===== config.mk =====
export PLATFORM = sky130hd
export DESIGN_NAME = hbss_sequencer
export DESIGN_NICKNAME = d
export VERILOG_FILES = /design/src/hdl/hbss_pkg.sv /design/src/hdl/hbss_sequencer.sv
export SDC_FILE = /design/constraint.sdc
export NUM_CORES = 1
export LEC_CHECK = 0
export ABC_AREA = 1
export BUFFER_PORTS_ARGS = -buffer_cell sky130_fd_sc_hd__buf_2
export CAP_MARGIN = 0
export CORE_MARGIN = 2
export CORE_UTILIZATION = 66
export DETAILED_ROUTE_END_ITERATION = 10
export PLACE_DENSITY = 0.84
export SYNTH_ARGS = -nofsm -noshare
export SYNTH_HDL_FRONTEND = slang
export SYNTH_SLANG_ARGS = --single-unit

===== constraint.sdc =====
create_clock -name clk -period 17.9 [get_ports clk]
set_input_delay 0 -clock clk [delete_from_list [all_inputs] [get_ports clk]]
set_output_delay 0 -clock clk [all_outputs]
set_load 0.03 [all_outputs]

===== src/hdl/hbss_pkg.sv =====
// shared constants for the hoist brake signal sequencer
// assumes a 100 MHz clock and a 32-bit ahb-lite register port
package hbss_pkg;
  // ------------------------------------------------------------------
  // timing
  // ------------------------------------------------------------------
  localparam int CLK_PERIOD_NS = 10;
  localparam int TIMER_RES_MS = 100;
  localparam int TICK_CYCLES = (TIMER_RES_MS * 1000000) / CLK_PERIOD_NS;
  localparam int TIMER_MAX_MS = 5000;
  localparam logic [5:0] TIMER_MAX_TICKS = 6'(TIMER_MAX_MS / TIMER_RES_MS);

  // ------------------------------------------------------------------
  // register byte offsets
  // ------------------------------------------------------------------
  localparam logic [7:0] OFS_CTRL = 8'h00;
  localparam logic [7:0] OFS_REL_CUR = 8'h04;
  localparam logic [7:0] OFS_REL_FREQ = 8'h08;
  localparam logic [7:0] OFS_REL_TIMER = 8'h0c;
  localparam logic [7:0] OFS_ENG_FREQ = 8'h10;
  localparam logic [7:0] OFS_ENG_TIMER = 8'h14;
  localparam logic [7:0] OFS_REL_TORQ = 8'h18;
  localparam logic [7:0] OFS_STOP_FREQ = 8'h1c;
  localparam logic [7:0] OFS_STATUS = 8'h20;
  localparam logic [7:0] OFS_RATED_BASE = 8'h24;
  localparam logic [7:0] OFS_ASSIGN_BASE = 8'h30;

  // ------------------------------------------------------------------
  // control field positions and codes
  // ------------------------------------------------------------------
  localparam int CTRL_VECTOR_BIT = 0;
  localparam int CTRL_SPEEDSEL_BIT = 1;
  localparam int CTRL_DUTY_LSB = 2;
  localparam logic [1:0] DUTY_CONSTANT_TORQUE = 2'h0;
  localparam logic [1:0] DUTY_MEDIUM_TORQUE = 2'h1;
  localparam logic [1:0] DUTY_VARIABLE_TORQUE = 2'h2;
  localparam logic [7:0] BRAKE_ASSIGN_CODE = 8'h39;
  localparam logic [6:0] PCT_FULL = 7'h64;
  localparam logic [8:0] PCT_MAX = 9'h12c;
  localparam logic [7:0] FREQ_MAX = 8'hfa;
  localparam logic [1:0] FIRST_MOTOR = 2'h0;

  // ------------------------------------------------------------------
  // reset values
  // ------------------------------------------------------------------
  localparam logic [3:0] RST_CTRL = 4'h0;
  localparam logic [8:0] RST_PCT = 9'h064;
  localparam logic [7:0] RST_FREQ = 8'h0a;
  localparam logic [5:0] RST_TIMER = 6'h01;
  localparam logic [15:0] RST_RATED = 16'h0064;
  localparam logic [7:0] RST_ASSIGN = 8'h00;

  // ------------------------------------------------------------------
  // sequencer states
  // ------------------------------------------------------------------
  typedef enum logic [2:0] {
    ST_ENGAGED = 3'b001,
    ST_RELEASED = 3'b010,
    ST_LOCKOUT = 3'b100
  } hbss_state_type;
endpackage


===== src/hdl/hbss_sequencer.sv =====
// hoist brake signal sequencer: decides when the brake-release output is on
// assumes synchronous drive measurements and an ahb-lite master on one clock
// assumes the drive measurements arrive already scaled to the units of the settings
// Operation
// - release after level held for release dwell
// - current threshold 0..300 percent of rated
// - frequency threshold used only under v/f
// - torque threshold used only under vector
// - v/f engage: run off, freq low, dwell
// - vector engage: speed below stop level, dwell
// - speed select: 0 detected, 1 reference
// - motors two to four hold release on
// - alarm or coast stop forces output on
// - re-release needs run off then on
// - terminals with code 57 carry the signal
// - rated current follows chosen duty mode
`timescale 1ns/1ps
module hbss_sequencer #(
  parameter int TICK_CYCLES = hbss_pkg::TICK_CYCLES,
  parameter int NUM_TERMINALS = 6
) (
  input wire logic clk,
  input wire logic rst_n,
  input wire logic hsel,
  input wire logic [31:0] haddr,
  input wire logic [1:0] htrans,
  input wire logic hwrite,
  input wire logic [2:0] hsize,
  input wire logic [31:0] hwdata,
  input wire logic hready,
  output logic hreadyout,
  output logic hresp,
  output logic [31:0] hrdata,
  input wire logic [15:0] outCurrent,
  input wire logic [15:0] outFreq,
  input wire logic [15:0] torqueCmd,
  input wire logic [15:0] refSpeed,
  input wire logic [15:0] detSpeed,
  input wire logic runCmd,
  input wire logic alarmTrip,
  input wire logic coast_stop_cmd,
  input wire logic [1:0] motorSelect,
  output logic brake_release_out,
  output logic [NUM_TERMINALS-1:0] terminalOut
);
  // ------------------------------------------------------------------
  // state
  // ------------------------------------------------------------------
  // every flip-flop of the block lives in this one record: dwell counters,
  // software settings, bus capture and outputs; keeping them together lets
  // a single process register the whole lot
  typedef struct packed {
    hbss_pkg::hbss_state_type state;
    logic [31:0] tickCnt;
    logic [5:0] relCnt;
    logic [5:0] engCnt;
    logic [3:0] ctrl;
    logic [8:0] release_current_level;
    logic [7:0] release_freq_level;
    logic [5:0] release_dwell_timer;
    logic [7:0] engage_freq_level;
    logic [5:0] engage_dwell_timer;
    logic [8:0] release_torque_level;
    logic [7:0] stop_freq_level;
    logic [2:0][15:0] rated;
    logic [NUM_TERMINALS-1:0][7:0] termCode;
    logic wrPend;
    logic rdPend;
    logic [7:0] addr;
    logic [31:0] rdata;
    logic brakeOut;
    logic [NUM_TERMINALS-1:0] termOut;
  } hbss_regs_type;

  hbss_regs_type r_q;
  hbss_regs_type r_d;

  // decoded settings and comparison results, all settled within one cycle
  logic vectorMode;
  logic [1:0] dutyMode;
  logic [15:0] ratedCur;
  logic [15:0] cmpSpeed;
  logic [25:0] curScaled;
  logic [25:0] curLimit;
  logic relCond;
  logic engCond;
  logic tick;
  logic relDone;
  logic engDone;
  logic forceOn;
  logic otherMotor;
  logic [31:0] rv;

  // ------------------------------------------------------------------
  // fixed answers: zero wait states, always okay
  // ------------------------------------------------------------------
  // hsize is not decoded: every register is one aligned word, so a narrow
  // write still lands as the low bits of the whole word
  assign hreadyout = 1'b1;
  assign hresp = 1'b0;
  assign hrdata = r_q.rdata;
  assign brake_release_out = r_q.brakeOut;
  assign terminalOut = r_q.termOut;

  // ------------------------------------------------------------------
  // comparisons and dwell qualification
  // ------------------------------------------------------------------
  always_comb begin
    vectorMode = r_q.ctrl[hbss_pkg::CTRL_VECTOR_BIT];
    dutyMode = r_q.ctrl[hbss_pkg::CTRL_DUTY_LSB +: 2];
    // rated current of the selected duty rating scales the percent level
    unique case (dutyMode)
      hbss_pkg::DUTY_MEDIUM_TORQUE: ratedCur = r_q.rated[1];
      hbss_pkg::DUTY_VARIABLE_TORQUE: ratedCur = r_q.rated[2];
      default: ratedCur = r_q.rated[0];
    endcase
    // avoids a divider: compare current*100 against level*rated
    curScaled = 26'(outCurrent) * 26'(hbss_pkg::PCT_FULL);
    curLimit = 26'(r_q.release_current_level) * 26'(ratedCur);
    cmpSpeed = r_q.ctrl[hbss_pkg::CTRL_SPEEDSEL_BIT] ? refSpeed : detSpeed;
    // release needs the run command in either control mode
    relCond = runCmd && (curScaled > curLimit);
    if (vectorMode) begin
      relCond = relCond || (runCmd && torqueCmd > 16'(r_q.release_torque_level));
      engCond = cmpSpeed < 16'(r_q.stop_freq_level);
    end else begin
      relCond = relCond || (runCmd && outFreq > 16'(r_q.release_freq_level));
      engCond = !runCmd && outFreq < 16'(r_q.engage_freq_level);
    end
    // free-running tick: a dwell may run up to one step short
    // one shared tick costs a single counter rather than one per timer
    tick = r_q.tickCnt == 32'(TICK_CYCLES - 1);
    relDone = relCond && r_q.relCnt >= r_q.release_dwell_timer;
    engDone = engCond && r_q.engCnt >= r_q.engage_dwell_timer;
    forceOn = alarmTrip || coast_stop_cmd;
    otherMotor = motorSelect != hbss_pkg::FIRST_MOTOR;
  end

  // ------------------------------------------------------------------
  // register readback from the post-write copy so a read right after a
  // write to the same word sees the new value
  // ------------------------------------------------------------------
  function automatic logic [31:0] readReg(input hbss_regs_type s, input logic [7:0] a);
    logic [31:0] v;
    v = 32'h0;
    unique case (a)
      hbss_pkg::OFS_CTRL: v = 32'(s.ctrl);
      hbss_pkg::OFS_REL_CUR: v = 32'(s.release_current_level);
      hbss_pkg::OFS_REL_FREQ: v = 32'(s.release_freq_level);
      hbss_pkg::OFS_REL_TIMER: v = 32'(s.release_dwell_timer);
      hbss_pkg::OFS_ENG_FREQ: v = 32'(s.engage_freq_level);
      hbss_pkg::OFS_ENG_TIMER: v = 32'(s.engage_dwell_timer);
      hbss_pkg::OFS_REL_TORQ: v = 32'(s.release_torque_level);
      hbss_pkg::OFS_STOP_FREQ: v = 32'(s.stop_freq_level);
      // status is read only: dwell count, one-hot state and the output bit
      hbss_pkg::OFS_STATUS: v = {19'h0, s.engCnt, s.state, s.brakeOut, 3'h0};
      default: begin
        for (int i = 0; i < 3; i++) begin
          if (a == 8'(hbss_pkg::OFS_RATED_BASE + 8'(4 * i))) begin
            v = 32'(s.rated[i]);
          end
        end
        for (int i = 0; i < NUM_TERMINALS; i++) begin
          if (a == 8'(hbss_pkg::OFS_ASSIGN_BASE + 8'(4 * i))) begin
            v = 32'(s.termCode[i]);
          end
        end
      end
    endcase
    return v;
  endfunction

  // ------------------------------------------------------------------
  // next state
  // ------------------------------------------------------------------
  always_comb begin
    r_d = r_q;
    rv = 32'h0;
    r_d.tickCnt = tick ? 32'h0 : r_q.tickCnt + 32'h1;

    // data phase of a write: levels and timers above range are clamped, except stop_freq_level, which keeps the low byte
    // clamping keeps a bad setting usable, and software reads back what took
    if (r_q.wrPend) begin
      unique case (r_q.addr)
        hbss_pkg::OFS_CTRL: r_d.ctrl = hwdata[3:0];
        hbss_pkg::OFS_REL_CUR: r_d.release_current_level =
          (hwdata > 32'(hbss_pkg::PCT_MAX)) ? hbss_pkg::PCT_MAX : hwdata[8:0];
        hbss_pkg::OFS_REL_FREQ: r_d.release_freq_level =
          (hwdata > 32'(hbss_pkg::FREQ_MAX)) ? hbss_pkg::FREQ_MAX : hwdata[7:0];
        hbss_pkg::OFS_REL_TIMER: r_d.release_dwell_timer =
          (hwdata > 32'(hbss_pkg::TIMER_MAX_TICKS)) ? hbss_pkg::TIMER_MAX_TICKS : hwdata[5:0];
        hbss_pkg::OFS_ENG_FREQ: r_d.engage_freq_level =
          (hwdata > 32'(hbss_pkg::FREQ_MAX)) ? hbss_pkg::FREQ_MAX : hwdata[7:0];
        hbss_pkg::OFS_ENG_TIMER: r_d.engage_dwell_timer =
          (hwdata > 32'(hbss_pkg::TIMER_MAX_TICKS)) ? hbss_pkg::TIMER_MAX_TICKS : hwdata[5:0];
        hbss_pkg::OFS_REL_TORQ: r_d.release_torque_level =
          (hwdata > 32'(hbss_pkg::PCT_MAX)) ? hbss_pkg::PCT_MAX : hwdata[8:0];
        hbss_pkg::OFS_STOP_FREQ: r_d.stop_freq_level = hwdata[7:0];
        default: begin
          for (int i = 0; i < 3; i++) begin
            if (r_q.addr == 8'(hbss_pkg::OFS_RATED_BASE + 8'(4 * i))) begin
              r_d.rated[i] = hwdata[15:0];
            end
          end
          for (int i = 0; i < NUM_TERMINALS; i++) begin
            if (r_q.addr == 8'(hbss_pkg::OFS_ASSIGN_BASE + 8'(4 * i))) begin
              r_d.termCode[i] = hwdata[7:0];
            end
          end
        end
      endcase
    end

    // address phase capture
    // only the low byte of the address selects a register
    r_d.wrPend = 1'b0;
    r_d.rdPend = 1'b0;
    if (hsel && hready && htrans[1]) begin
      r_d.addr = haddr[7:0];
      r_d.wrPend = hwrite;
      r_d.rdPend = !hwrite;
      // unmapped high addresses read as zero
      if (!hwrite) begin
        rv = (haddr[31:8] == 24'h0) ? readReg(r_d, haddr[7:0]) : 32'h0;
        r_d.rdata = rv;
      end
      if (haddr[31:8] != 24'h0) begin
        r_d.wrPend = 1'b0;
      end
    end

    // dwell counters restart as soon as the condition drops
    // and stop once done, so a long hold cannot wrap them
    if (!relCond) begin
      r_d.relCnt = 6'h0;
    end else if (tick && !relDone) begin
      r_d.relCnt = r_q.relCnt + 6'h1;
    end
    if (!engCond) begin
      r_d.engCnt = 6'h0;
    end else if (tick && !engDone) begin
      r_d.engCnt = r_q.engCnt + 6'h1;
    end

    // sequencer
    // lockout remembers that this run already had its release, so a brake
    // dropped mid-run is not lifted again by the same run command
    unique case (r_q.state)
      hbss_pkg::ST_ENGAGED: begin
        if (relDone) begin
          r_d.state = hbss_pkg::ST_RELEASED;
          r_d.engCnt = 6'h0;
        end
      end
      hbss_pkg::ST_RELEASED: begin
        if (engDone) begin
          r_d.state = hbss_pkg::ST_LOCKOUT;
        end
      end
      hbss_pkg::ST_LOCKOUT: begin
        // run must be seen off before a new release can start
        if (!runCmd) begin
          r_d.state = hbss_pkg::ST_ENGAGED;
          r_d.relCnt = 6'h0;
        end
      end
      default: r_d.state = hbss_pkg::ST_ENGAGED;
    endcase

    // output: force and other motors override the sequencer
    // forcing leaves the state alone, so the sequence resumes where it was
    r_d.brakeOut = forceOn || otherMotor || (r_d.state == hbss_pkg::ST_RELEASED);
    for (int i = 0; i < NUM_TERMINALS; i++) begin
      r_d.termOut[i] = r_d.brakeOut && (r_d.termCode[i] == hbss_pkg::BRAKE_ASSIGN_CODE);
    end
  end

  // ------------------------------------------------------------------
  // state register
  // ------------------------------------------------------------------
  // synchronous reset: settings return to their defaults and the brake
  // output starts engaged until the first sequenced or forced release
  always_ff @(posedge clk) begin
    if (!rst_n) begin
      r_q <= '0;
      r_q.state <= hbss_pkg::ST_ENGAGED;
      r_q.ctrl <= hbss_pkg::RST_CTRL;
      r_q.release_current_level <= hbss_pkg::RST_PCT;
      r_q.release_freq_level <= hbss_pkg::RST_FREQ;
      r_q.release_dwell_timer <= hbss_pkg::RST_TIMER;
      r_q.engage_freq_level <= hbss_pkg::RST_FREQ;
      r_q.engage_dwell_timer <= hbss_pkg::RST_TIMER;
      r_q.release_torque_level <= hbss_pkg::RST_PCT;
      r_q.stop_freq_level <= hbss_pkg::RST_FREQ;
      r_q.rated <= {3{hbss_pkg::RST_RATED}};
      r_q.termCode <= {NUM_TERMINALS{hbss_pkg::RST_ASSIGN}};
    end else begin
      r_q <= r_d;
    end
  end
endmodule

==> flow_summary_export.csv <==
group,metric,value,unit
floorplanning,initial_core_util,0.674,
synth,synthFlopType,"dfxtp_1",
grt,grt_start_max_net_pins,91,
worst_setup_path,start_kind,"flip-flop",
timing,worst_slew_pin_slew,1.16,ns
worst_setup_path,crit_path_end,"terminalOut[4]",
synth,synth-edff-count,0,
place,dpl.hpwl,43.0,mm
worst_setup_path,crit_path_end_kind,"flip-flop",
worst_setup_path,path_class,"reg2reg",
synth,synth_top_cell_by_area,"dfxtp_1",
timing,clock.fmax,110,MHz
power_and_ir_drop,switching_power,0.370,mW
route,drt-pass1-iter-count,8,
timing,fin_ws,8.79,ns
timing,drv_slew,0,
timing,setup_violations,0,
worst_setup_path,critPathArrivalTime,9.56,ns
power_and_ir_drop,power.clock.fraction,0.441,
power_and_ir_drop,powerDensity,61.5,nW/um^2
layout,n_antenna_cell,0,
worst_setup_path,regToRegStartpoint,"dutyMode[0]",
worst_setup_path,cp_common_cell,"inv_1",
place,post-place-cells,3303,
layout,drive_above_1_share,0.0947,
route,wl_per_cell,16.8,um
power_and_ir_drop,cellLeakagePower,10.7,nW
clock_network,cts_setup_buffers,0,
worst_setup_path,critPathMaxStageDelay,1.03,ns
power_and_ir_drop,vdd_drop_max,82.0,uV
clock_network,path_clk_slew,0.07,ns
clock_network,root_buffer,"clkbuf_16",
route,viasPerCell,5.72,
floorplanning,rows,62,
timing,min_period,9.11,ns
timing,hold_viol_final,0,
worst_hold_path,min_path_type,"in2reg",
clock_network,worstSkewPairLatency,0.56,ns
power_and_ir_drop,pwr-share-seq,0.393,
route,wirelength,56.7,mm
place,gp_congestion,0.964,
clock_network,clockBufferDepth,3,
clock_network,cts_buffers,27,
synth,netlist_area,19500,um^2
route,postRouteAntennaNets,0,
grt,grt_antenna_before_repair,0,
worst_setup_path,crit_fanout,17,
synth,syn-mean-instance-area,6.88,um^2
synth,ys_warn_count,0,
clock_network,cts_hold_buf,29,
worst_setup_path,r2r_cells,33,
synth,synth_top_area_frac,0.239,
clock_network,cts_tree,"done",
route,drtIter0Drc,1820,
worst_setup_path,startpoint,"dutyMode[0]",
power_and_ir_drop,p_total,1.33,mW
worst_setup_path,r2r-end,"terminalOut[4]",
worst_setup_path,cp.required,18.34,ns
route,vias,19400,
layout,nets,3412,
clock_network,cts_resized,0,
floorplanning,ios,200,
grt,grt_use_total,0.362,
power_and_ir_drop,power.internal,0.959,mW
route,drc,0,
run,cap_violations,0,
timing,fin_skew,0.0420,ns
timing,fin_tns_setup,0,ns
synth,syn-instance-count,2833,
synth,synth_cell_types,57,
grt,grt.overflow.total,0,
synth,synth_seq_area_share,0.239,
synth,synth-seq-cells,233,
layout,synthToLayoutAreaGrowth,10.7,%
grt,grt_pass1_wl,90.0,mm
place,dpl_worst_slack,9.00,ns
timing,slew_headroom,0.218,
outcome,status,"complete, no violations",
synth,async_flop_share,0,
clock_network,htree_levels,1,
floorplanning,die_h,176,um
power_and_ir_drop,switching_share,0.278,
synth,synth_area_leaders,"dfxtp_1, fa_1, nand2_1",
worst_setup_path,cp_slowest_cell,"o21ai_0",
floorplanning,die_w,176,um
timing,rsz0062_at_grt,"no",
floorplanning,core_area,28900,um^2
layout,n_fill_cell,2363,
layout,final_cells,3382,
worst_setup_path,reg2reg_slack,8.79,ns
place,numPortBuffers,177,
power_and_ir_drop,power.share.combinational,0.167,
timing,timing.final.crit_share,0.509,
floorplanning,dieArea,30900,um^2
clock_network,clock_sinks,233,
grt,first_global_vias,18600,
==> worst max-delay path: cells and delay by family (launching register included) <==
family / cells / cell delay (ns)
fa+ha+maj: 7 / 3.47
compound gates: 6 / 1.96
simple gates: 11 / 1.92
buf+inv: 8 / 1.15
flops: 1 / 0.35
xor+xnor: 1 / 0.10
==> metal layers <==
metal	share of wire	routed length, um	track usage	vias up
li1	-	-	-	9239
met1	0.39	22000	0.441	8956
met2	0.47	26500	0.621	959
met3	0.095	5360	0.0645	198
met4	0.050	2820	0.169	0
met5	0	0	0	-
==> power groups by stage <==
stage          Sequential (mW)  Combinational [mW]  Clock [mW]
6_report                 0.522               0.222       0.585
5_1_grt                  0.522               0.255       0.608
4_1_cts                  0.522               0.220       0.585
3_5_place_dp             0.533               0.214           0
3_3_place_gp             0.533               0.205           0
2_1_floorplan            0.533               0.156           0
==> cell usage after synthesis (3+ instances only) <==
| master | n |
|---|---|
| a21boi_0 | 5 |
| a21oi_1 | 165 |
| a221o_1 | 15 |
| buf_2 | 21 |
| buf_4 | 42 |
| clkbuf_1 | 48 |
| clkinv_1 | 4 |
| dfxtp_1 | 233 |
| fa_1 | 110 |
| ha_1 | 166 |
| inv_1 | 463 |
| inv_2 | 11 |
| mux2i_1 | 3 |
| nand2_1 | 580 |
| nand2_2 | 4 |
| nand3_1 | 96 |
| nand4_1 | 32 |
| nor2_1 | 412 |
| nor2_2 | 9 |
| nor2_4 | 3 |
| nor3_1 | 37 |
| nor3_2 | 9 |
| nor3b_1 | 5 |
| nor4_1 | 36 |
| o2111ai_1 | 4 |
| o211ai_1 | 16 |
| o21a_1 | 13 |
| o21ai_0 | 140 |
| o21ai_1 | 43 |
| o21bai_1 | 5 |
| o22ai_1 | 13 |
| or2_2 | 10 |
| xnor2_1 | 11 |
| xor2_1 | 36 |
==> cell families after synthesis <==
family,synth area share
buffers and inverters,0.124
other,0.000385
AOI/OAI and AO/OA,0.122
adders and majority gates,0.219
and+or+nand+nor,0.273
xor gates and xnor gates,0.0211
muxes,0.00154
DFF,0.239
==> stage by stage <==
stage               cell area [um^2]  hold slack (ns)  utilization
detailed placement             20400            0.247        0.704
global route                   21600            0.116        0.746
CTS                            21600           0.0755        0.746
global placement               20400            0.247        0.704
floorplan                      19600            0.124            -
finish                         21600           0.0817        0.746
==> cell usage in the layout, fill, tap and decap left out, drive strengths merged, types with 38 or more instances in the layout <==
master / synthesis / routed
dfxtp: 233 / 233
o21ai: 183 / 183
nand3: 98 / 98
nand2: 584 / 584
nor3: 48 / 48
a21oi: 165 / 165
ha: 166 / 166
nor2: 424 / 424
nor4: 38 / 38
inv: 474 / 478
fa: 110 / 110
buf: 66 / 184
==> state kept, by name (all words and copies together), names as in the netlist <==
register and count:
r_q 208, hrdata 16, dutyMode 2, terminalOut 6, brake_release_out 1
==> worst min-delay path by stage <==
stage | from | to | slack [ns] | depth (start not counted)
after floorplan | hwrite | r_q[48] | 0.12 | 2
after global placement | hwrite | r_q[48] | 0.25 | 3
after detailed placement | hwrite | r_q[48] | 0.25 | 3
after CTS | motorSelect[0] | brake_release_out | 0.08 | 5
after global routing | motorSelect[0] | brake_release_out | 0.12 | 5
final | motorSelect[0] | brake_release_out | 0.08 | 5
==> layout make-up <==
| cell class | count | area [um^2] | share of cell area |
|---|---|---|---|
| sequential | 233 | 4660 | 0.216 |
| tap | 384 | 480 | 0.0222 |
| multi-input combinational | 2024 | 12500 | 0.578 |
| clock buffer | 36 | 739 | 0.0342 |
| timing repair buffer | 213 | 1230 | 0.0569 |
| clock inverter | 14 | 203 | 0.00939 |
| inverter | 478 | 1800 | 0.0832 |
(Power assumes the default switching activity.)
